### src/cri_pkg.sv
package cri_pkg;

  // ==========================================================
  // register offsets (byte addresses)
  localparam logic [7:0] ADDR_RX_IE = 8'h00;
  localparam logic [7:0] ADDR_TX_IE = 8'h04;
  localparam logic [7:0] ADDR_STATUS = 8'h08;
  localparam logic [7:0] ADDR_TX_FLAG = 8'h0c;
  localparam logic [7:0] ADDR_CTRL = 8'h10;

  // ==========================================================
  // field positions
  localparam int BIT_WAKE = 7;
  localparam int BIT_CSC = 6;
  localparam int RSENS_LSB = 4;
  localparam int TSENS_LSB = 2;
  localparam int BIT_OVR = 1;
  localparam int BIT_RXF = 0;
  localparam int BIT_WAKEUP_FUNCTION_EN = 0;
  localparam int NUM_TXBUF = 3;

  // ==========================================================
  // reset values
  localparam logic [7:0] RX_IE_RST = 8'h00;
  localparam logic [2:0] TX_IE_RST = 3'h0;
  localparam logic CTRL_RST = 1'b0;

  // ==========================================================
  // error states and sensitivity codes
  localparam logic [1:0] ST_OK = 2'h0;
  localparam logic [1:0] ST_WRN = 2'h1;
  localparam logic [1:0] ST_ERR = 2'h2;
  localparam logic [1:0] ST_BOFF = 2'h3;
  localparam logic [1:0] SENS_NONE = 2'h0;
  localparam logic [1:0] SENS_BOFF = 2'h1;
  localparam logic [1:0] SENS_WRN = 2'h2;
  localparam logic [1:0] SENS_ALL = 2'h3;
  localparam logic [1:0] RESP_OKAY = 2'h0;
  localparam logic [1:0] RESP_SLVERR = 2'h2;

  // ==========================================================
  // types
  typedef enum logic [1:0] {WR_IDLE = 2'b01, WR_RESP = 2'b10} cri_wr_e;
  typedef enum logic [1:0] {RD_IDLE = 2'b01, RD_DATA = 2'b10} cri_rd_e;

  typedef struct packed {
    logic wakeup;
    logic error;
    logic rx;
    logic tx;
    logic any;
    logic recover;
  } cri_irq_s;

  typedef struct packed {
    logic [1:0] flags;
  } cri_trk_s;

  // ==========================================================
  // functions
  function automatic logic sens_hit(input logic [1:0] sens,
                                    input logic [1:0] old_st,
                                    input logic [1:0] new_st);
    logic edge_b;
    logic edge_w;
    edge_b = (old_st == ST_BOFF) || (new_st == ST_BOFF);
    edge_w = edge_b || (old_st == ST_WRN) || (new_st == ST_WRN);
    sens_hit = 1'b0;
    if (old_st != new_st)
    begin
      unique case (sens)
        SENS_NONE: sens_hit = 1'b0;
        SENS_BOFF: sens_hit = edge_b;
        SENS_WRN: sens_hit = edge_w;
        SENS_ALL: sens_hit = 1'b1;
      endcase
    end
  endfunction : sens_hit

  function automatic logic addr_ok(input logic [7:0] a);
    addr_ok = (a == ADDR_RX_IE) || (a == ADDR_TX_IE) ||
              (a == ADDR_STATUS) || (a == ADDR_TX_FLAG) ||
              (a == ADDR_CTRL);
  endfunction : addr_ok

endpackage : cri_pkg

### src/cri_state_track.sv
`timescale 1ns/1ns
`default_nettype none

module cri_state_track (
  input wire logic clk_sys_i,
  input wire logic reset_n_i,
  input wire logic [1:0] sens_i,
  input wire logic [1:0] actual_i,
  input wire logic hold_i,
  output logic [1:0] flags_o,
  output logic change_o
);

  // ==========================================================
  // reported state flags
  cri_pkg::cri_trk_s st;
  cri_pkg::cri_trk_s nx;

  always_comb
  begin
    nx = st;
    change_o = 1'b0;
    if (!hold_i)
    begin
      // flags follow the real state unless a change is pending
      nx.flags = actual_i;
      change_o = cri_pkg::sens_hit(sens_i, st.flags, actual_i);
    end
  end

  always_ff @(posedge clk_sys_i or negedge reset_n_i)
  begin
    if (!reset_n_i)
    begin
      st <= '0;
    end
    else
    begin
      st <= nx;
    end
  end

  assign flags_o = st.flags;

endmodule : cri_state_track

`default_nettype wire

### src/cri_top.sv
// How it works
// - wake-up event raises wake-up request only while bit 7 enable is set.
// - status change raises error request only while bit 6 enable is set.
// - receiver sensitivity 00 never flags; 11 flags every receiver change.
// - receiver sensitivity 01 flags only entering or leaving bus-off.
// - receiver sensitivity 10 flags warning or bus-off entry and exit.
// - receiver flags track real state but freeze while change is pending.
// - transmitter sensitivity 00 never flags; 11 flags every change.
// - transmitter 01 flags bus-off edges; 10 warning or bus-off edges.
// - transmitter flags track real state but freeze while change pending.
// - overrun raises error request only while bit 1 enable is set.
// - receive-full raises receiver request only while bit 0 enable set.
// - transmitter leaving bus-off forces receiver state to OK for one cycle.
// - each transmit-empty flag has its own enable bit.
`timescale 1ns/1ns
`default_nettype none

module cri_top (
  input wire logic clk_sys_i,
  input wire logic reset_n_i,
  input wire logic [7:0] s_axi_awaddr_i,
  input wire logic s_axi_awvalid_i,
  output logic s_axi_awready_o,
  input wire logic [31:0] s_axi_wdata_i,
  input wire logic [3:0] s_axi_wstrb_i,
  input wire logic s_axi_wvalid_i,
  output logic s_axi_wready_o,
  output logic [1:0] s_axi_bresp_o,
  output logic s_axi_bvalid_o,
  input wire logic s_axi_bready_i,
  input wire logic [7:0] s_axi_araddr_i,
  input wire logic s_axi_arvalid_i,
  output logic s_axi_arready_o,
  output logic [31:0] s_axi_rdata_o,
  output logic [1:0] s_axi_rresp_o,
  output logic s_axi_rvalid_o,
  input wire logic s_axi_rready_i,
  input wire logic wakeup_evt_i,
  input wire logic overrun_evt_i,
  input wire logic rx_full_evt_i,
  input wire logic [2:0] tx_empty_evt_i,
  input wire logic [1:0] rx_state_i,
  input wire logic [1:0] tx_state_i,
  output var cri_pkg::cri_irq_s irq_o
);

  // ==========================================================
  // state
  typedef struct packed {
    cri_pkg::cri_wr_e wr_st;
    cri_pkg::cri_rd_e rd_st;
    logic aw_ok;
    logic w_ok;
    logic [7:0] awaddr;
    logic [7:0] wdata;
    logic wstrb0;
    logic awready;
    logic wready;
    logic arready;
    logic bvalid;
    logic rvalid;
    logic [1:0] bresp;
    logic [1:0] rresp;
    logic [31:0] rdata;
    logic [7:0] rx_ie;
    logic [2:0] tx_ie;
    logic wakeup_function_en;
    logic wake;
    logic csc;
    logic ovr;
    logic rxf;
    logic [2:0] txe;
    logic [1:0] tx_prev;
    cri_pkg::cri_irq_s irq;
  } cri_state_s;

  cri_state_s st;
  cri_state_s nx;
  logic [1:0] rst_sync_reg;
  logic rst_n;
  logic [1:0] rx_eff;
  logic [1:0] rx_flags;
  logic [1:0] tx_flags;
  logic rx_hit;
  logic tx_hit;

  // ==========================================================
  // reset release
  always_ff @(posedge clk_sys_i or negedge reset_n_i)
  begin
    if (!reset_n_i)
    begin
      rst_sync_reg <= 2'h0;
    end
    else
    begin
      rst_sync_reg <= {rst_sync_reg[0], 1'b1};
    end
  end

  assign rst_n = rst_sync_reg[1];

  // ==========================================================
  // receiver state seen by the flags
  always_comb
  begin
    if (tx_state_i == cri_pkg::ST_BOFF)
    begin
      rx_eff = cri_pkg::ST_BOFF;
    end
    else if (st.tx_prev == cri_pkg::ST_BOFF)
    begin
      rx_eff = cri_pkg::ST_OK;
    end
    else
    begin
      rx_eff = rx_state_i;
    end
  end

  // ==========================================================
  // state change trackers
  cri_state_track u_rx_trk (
    .clk_sys_i(clk_sys_i),
    .reset_n_i(rst_n),
    .sens_i(st.rx_ie[cri_pkg::RSENS_LSB +: 2]),
    .actual_i(rx_eff),
    .hold_i(st.csc),
    .flags_o(rx_flags),
    .change_o(rx_hit)
  );

  cri_state_track u_tx_trk (
    .clk_sys_i(clk_sys_i),
    .reset_n_i(rst_n),
    .sens_i(st.rx_ie[cri_pkg::TSENS_LSB +: 2]),
    .actual_i(tx_state_i),
    .hold_i(st.csc),
    .flags_o(tx_flags),
    .change_o(tx_hit)
  );

  // ==========================================================
  // next state
  always_comb
  begin
    logic [7:0] clr;
    logic [2:0] tclr;
    logic wr;
    logic [7:0] a;
    clr = 8'h00;
    tclr = 3'h0;
    wr = 1'b0;
    a = st.awaddr;
    nx = st;
    nx.tx_prev = tx_state_i;

    // write channel
    unique case (st.wr_st)
      cri_pkg::WR_IDLE:
      begin
        if (s_axi_awvalid_i && st.awready)
        begin
          nx.aw_ok = 1'b1;
          nx.awaddr = s_axi_awaddr_i;
        end
        if (s_axi_wvalid_i && st.wready)
        begin
          nx.w_ok = 1'b1;
          nx.wdata = s_axi_wdata_i[7:0];
          nx.wstrb0 = s_axi_wstrb_i[0];
        end
        if (nx.aw_ok && nx.w_ok)
        begin
          a = nx.awaddr;
          wr = nx.wstrb0;
          nx.aw_ok = 1'b0;
          nx.w_ok = 1'b0;
          nx.bvalid = 1'b1;
          nx.bresp = cri_pkg::addr_ok(a) ? cri_pkg::RESP_OKAY
                                         : cri_pkg::RESP_SLVERR;
          nx.wr_st = cri_pkg::WR_RESP;
        end
      end
      cri_pkg::WR_RESP:
      begin
        if (s_axi_bready_i)
        begin
          nx.bvalid = 1'b0;
          nx.wr_st = cri_pkg::WR_IDLE;
        end
      end
    endcase
    nx.awready = (nx.wr_st == cri_pkg::WR_IDLE) && !nx.aw_ok;
    nx.wready = (nx.wr_st == cri_pkg::WR_IDLE) && !nx.w_ok;

    // register writes
    if (wr)
    begin
      unique case (a)
        cri_pkg::ADDR_RX_IE: nx.rx_ie = nx.wdata;
        cri_pkg::ADDR_TX_IE: nx.tx_ie = nx.wdata[2:0];
        cri_pkg::ADDR_STATUS: clr = nx.wdata;
        cri_pkg::ADDR_TX_FLAG: tclr = nx.wdata[2:0];
        cri_pkg::ADDR_CTRL: nx.wakeup_function_en = nx.wdata[cri_pkg::BIT_WAKEUP_FUNCTION_EN];
        default: clr = 8'h00;
      endcase
    end

    // sticky flags, a new event wins over a clear
    nx.wake = (st.wake & ~clr[cri_pkg::BIT_WAKE]) | wakeup_evt_i;
    nx.csc = (st.csc & ~clr[cri_pkg::BIT_CSC]) |
             rx_hit | tx_hit;
    nx.ovr = (st.ovr & ~clr[cri_pkg::BIT_OVR]) | overrun_evt_i;
    nx.rxf = (st.rxf & ~clr[cri_pkg::BIT_RXF]) | rx_full_evt_i;
    nx.txe = (st.txe & ~tclr) | tx_empty_evt_i;

    // read channel
    unique case (st.rd_st)
      cri_pkg::RD_IDLE:
      begin
        if (s_axi_arvalid_i && st.arready)
        begin
          nx.rvalid = 1'b1;
          nx.rd_st = cri_pkg::RD_DATA;
          nx.rresp = cri_pkg::addr_ok(s_axi_araddr_i)
                     ? cri_pkg::RESP_OKAY : cri_pkg::RESP_SLVERR;
          unique case (s_axi_araddr_i)
            cri_pkg::ADDR_RX_IE: nx.rdata = {24'h000000, st.rx_ie};
            cri_pkg::ADDR_TX_IE: nx.rdata = {29'h0, st.tx_ie};
            cri_pkg::ADDR_STATUS:
              nx.rdata = {24'h000000, st.wake, st.csc, rx_flags,
                          tx_flags, st.ovr, st.rxf};
            cri_pkg::ADDR_TX_FLAG: nx.rdata = {29'h0, st.txe};
            cri_pkg::ADDR_CTRL: nx.rdata = {31'h0, st.wakeup_function_en};
            default: nx.rdata = 32'h00000000;
          endcase
        end
      end
      cri_pkg::RD_DATA:
      begin
        if (s_axi_rready_i)
        begin
          nx.rvalid = 1'b0;
          nx.rd_st = cri_pkg::RD_IDLE;
        end
      end
    endcase
    nx.arready = (nx.rd_st == cri_pkg::RD_IDLE);

    // interrupt requests
    nx.irq.wakeup = st.wake & st.rx_ie[cri_pkg::BIT_WAKE];
    nx.irq.error = (st.csc & st.rx_ie[cri_pkg::BIT_CSC]) |
                   (st.ovr & st.rx_ie[cri_pkg::BIT_OVR]);
    nx.irq.rx = st.rxf & st.rx_ie[cri_pkg::BIT_RXF];
    nx.irq.tx = |(st.txe & st.tx_ie);
    nx.irq.any = nx.irq.wakeup | nx.irq.error | nx.irq.rx |
                 nx.irq.tx;
    nx.irq.recover = nx.irq.wakeup & st.wakeup_function_en;
  end

  // ==========================================================
  // registers
  always_ff @(posedge clk_sys_i or negedge rst_n)
  begin
    if (!rst_n)
    begin
      st <= '0;
      st.wr_st <= cri_pkg::WR_IDLE;
      st.rd_st <= cri_pkg::RD_IDLE;
      st.rx_ie <= cri_pkg::RX_IE_RST;
      st.tx_ie <= cri_pkg::TX_IE_RST;
      st.wakeup_function_en <= cri_pkg::CTRL_RST;
    end
    else
    begin
      st <= nx;
    end
  end

  // ==========================================================
  // outputs
  assign s_axi_awready_o = st.awready;
  assign s_axi_wready_o = st.wready;
  assign s_axi_bvalid_o = st.bvalid;
  assign s_axi_bresp_o = st.bresp;
  assign s_axi_arready_o = st.arready;
  assign s_axi_rvalid_o = st.rvalid;
  assign s_axi_rresp_o = st.rresp;
  assign s_axi_rdata_o = st.rdata;
  assign irq_o = st.irq;

  logic rx_only;
  logic tx_only;
  assign rx_only = st.rx_ie[3:2] == cri_pkg::SENS_NONE;
  assign tx_only = st.rx_ie[5:4] == cri_pkg::SENS_NONE;
endmodule : cri_top

`default_nettype wire

### config.mk
export PLATFORM = sky130hd
export DESIGN_NAME = cri_top
export DESIGN_NICKNAME = d
export VERILOG_FILES = /design/src/cri_pkg.sv /design/src/cri_state_track.sv /design/src/cri_top.sv
export SDC_FILE = /design/constraint.sdc
export NUM_CORES = 1
export LEC_CHECK = 0
export ABC_CLOCK_PERIOD_IN_PS = 2100
export BUFFER_PORTS_ARGS = -buffer_cell sky130_fd_sc_hd__buf_2
export CAP_MARGIN = 10
export CORE_MARGIN = 2
export CORE_UTILIZATION = 46
export DETAILED_ROUTE_END_ITERATION = 6
export PLACE_DENSITY = 0.84
export RECOVER_POWER = 50
export SLEW_MARGIN = 40
export SYNTH_ARGS = -nofsm -noshare
export SYNTH_HDL_FRONTEND = slang
export SYNTH_SLANG_ARGS = --single-unit
### constraint.sdc
create_clock -name clk_sys_i -period 2.1 [get_ports clk_sys_i]
set_clock_uncertainty 0.15 [all_clocks]
set_input_delay 0.42 -clock clk_sys_i [delete_from_list [all_inputs] [get_ports clk_sys_i]]
set_output_delay 0.42 -clock clk_sys_i [all_outputs]
set_load 0.01 [all_outputs]
==> summary.txt <==
Outcome
  – Outcome: completed

STA
  – Worst Tran Pin Value: 896 ps
  – Max Slew Vio Count: 0
  – RSZ-0062 raised after global routing: yes
  – Final setup vio count: 0
  – Final hold viol count: 0
  – Final WS setup: 21.3 ps
  – Fin crit period: 2080 ps
  – Highest clock rate: 481 MHz
  – Normalized max-slew margin: 40.3%
  – Final period util: 99.0%

Route
  – Initial DRC count: 192
  – Routed Antenna Nets: 0
  – Routed WL: 7.36 mm
  – Vias: 2,677
  – Highest routed layer: met4
  – Met1 wire length: 3.28 mm
  – DR vias/cell: 5.19
  – DRC: 0
  – Wire length on met2: 3.49 mm
  – Drt wl/cell: 14.3 µm
  – DR pass1 iterations: 5
  – Met3 routed WL: 406 µm

Global route
  – Overflow after GRT: 0
  – Initial antenna violation count: 0
  – Vias in the first global route: 2,528
  – Largest net degree at the start of global routing: 70
  – First-pass GRT wire length: 11.8 mm
  – GRT Overall Usage: 17.8%

Worst setup path
  – Worst setup EP type: flip-flop
  – Crit path DAT: 2160 ps
  – Worst Path Required: 2190 ps
  – R2R Setup Slk: 20 ps
  – Worst setup SP type: flip-flop
  – Reg2reg end: st[21]$_DFFE_PN0P_
  – Worst R2R Start: st[89]$_DFF_PN1_
  – Crit Path Class: flip-flop to flip-flop
  – R2R depth: 5
  – CP Max Fanout: 8

Synthesis
  – Synthesized flop and latch total: 71
  – Post-synth top area cell: dfrtp_1
  – Synth Instances: 341
  – Synth Area in Compound Gates: 13.5%
  – Top cells by area, synth: dfrtp_1, buf_4, mux2_2
  – Mux contribution to synthesized area: 11.2%
  – Adder-Cell Fraction of Synth Area: 0%
  – Number of flops mapped to enable cells by yosys: 0
  – Yosys cell types: 61
  – Netlist Area Pre-Place: 3630 µm²
  – Total number of yosys warnings: 0
  – Async set-reset flop share out of synthesis: 100%
  – Top FF cell, synth: dfrtp_1
  – Seq/Total Area, Yosys: 49.0%
  – Post-synth top area share: 47.5%
  – Post-Syn Area per Cell: 10.7 µm²
  – Area share of and/or/nand/nor cells after synthesis: 15.2%
  – Main combinational cell family by area after synthesis: simple AND/OR/NAND/NOR gates
  – Xor/xnor cell area share of the yosys netlist: 0.482%

Worst hold path
  – Critical hold path startpoint: tx_empty_evt_i[2]
  – Hold Path Sink: st[10]$_DFF_PN0_
  – HP Class: input pin to flip-flop
  – WHS Path Cells: 2

Finish
  – N_diodes: 0
  – Layout Nets: 478
  – Layout cells sized above 1: 34.3%
  – Area growth syn-to-layout: 15.3%
  – Commonest non-fill, non-tap cell in the layout: dfrtp_1
  – Biggest register: st
  – Most frequent cells in the layout: dfrtp_1, buf_2, nand2_1
  – Largest register FFs: 44

Clocking
  – Clock Latency Late Sink: 350 ps
  – CTS Root Cell: clkbuf_8
  – TritonCTS Buffers: 9
  – Reg clk slew, reported paths: 70 ps
  – Clk sink count: 71
  – H-tree depth: 3
  – Clk buf depth: 2
  – CTS tree: built

Power and ir drop
  – P per Cell Area: 894 nW/µm²
  – Leakage: 2.05 nW
  – Pwr Total: 3.75 mW
  – VDD IR max: 589 µV

Place
  – Number of port buffers: 62
  – Post-detail-place hpwl: 5.40 mm
  – Pre-CTS WS: -49.3 ps
  – Final GP Congestion: 0.796

Floorplanning
  – Rows: 32
  – Total core area: 7690 µm²
  – Die width: 92.9 µm
  – # IOs: 116
  – Die Y: 92.9 µm
  – Initial Util: 47.2%
  – Die ar.: 8620 µm²

Run
  – Max Cap Viol: 0
synthesized netlist by cell type (6+ instances only):
| cell type | instances |
|---|---|
| o21ai_0 | 16 |
| nand2_1 | 49 |
| clkbuf_1 | 7 |
| nor2_1 | 18 |
| buf_4 | 42 |
| a21oi_1 | 10 |
| nand3_1 | 6 |
| inv_1 | 7 |
| mux2i_1 | 8 |
| a31oi_1 | 8 |
| dfrtp_1 | 69 |
| mux2_2 | 22 |
worst max-delay path by stage:
stage	from	to	slack (ps)
after detailed placement	s_axi_wvalid_i	st[16]$_DFFE_PN0P_	-50
after global routing	st[89]$_DFF_PN1_	st[26]$_DFFE_PN0P_	-80
after global placement	s_axi_wvalid_i	st[18]$_DFFE_PN0P_	-20
after CTS	st[89]$_DFF_PN1_	st[21]$_DFFE_PN0P_	10
after floorplan	st[89]$_DFF_PN1_	st[16]$_DFFE_PN0P_	50
final	st[89]$_DFF_PN1_	st[21]$_DFFE_PN0P_	20
what timing repair did:
action	4_1_cts	5_1_grt
setup buffers	1	0
gates resized for setup	3	8
pin swaps	2	5
hold buffers	1	0
endpoints found under the hold margin	2	0
endpoints found under the setup margin	8	19
through the flow:
stage	area [µm²]	setup TNS [ps]	hold WS (ps)	utilization, %	std cells
floorplan	3730	0	-25.6	-	366
global placement	3970	-146	55.1	51.7	498
detailed placement	3970	-419	59.3	51.7	498
CTS	4170	0	104	54.3	516
global route	4190	-738	110	54.5	516
finish	4190	0	117	54.5	516
logic make-up after synthesis:
| family | Yosys count |
|---|---|
| xor gates and xnor gates | 2 |
| DFF | 71 |
| muxes | 35 |
| buffers and inverters | 57 |
| AOI/OAI and AO/OA | 67 |
| and+or+nand+nor | 107 |
| other | 2 |
report_power, final:
group	switching, mW	internal (mW)
clock network	0.522	0.427
registers	0.179	1.60
logic	0.564	0.454
per-layer routing:
layer	up-vias	global-route usage, %
met4	0	10.0
li1	1270	-
met1	1288	22.4
met5	-	0
met2	103	28.6
met3	16	3.50
critical path, stage by stage (launching register included):
cell	delay, ps
dfstp_2	560
nand4b_1	180
nor2_4	200
mux2_4	330
nand4_4	180
mux2_2	360
area by class of cell:
class                           count  area [µm²]
Tap cell                          102         128
Sequential cell                    71        1780
Fill cell                         676        3500
Multi-Input combinational cell    238        1610
Clock buffer                        9         124
Clock inverter                      7        47.5
Inverter                            7        26.3
Timing Repair Buffer               82         472
No activity file was read; power rests on OpenSTA's default activity.
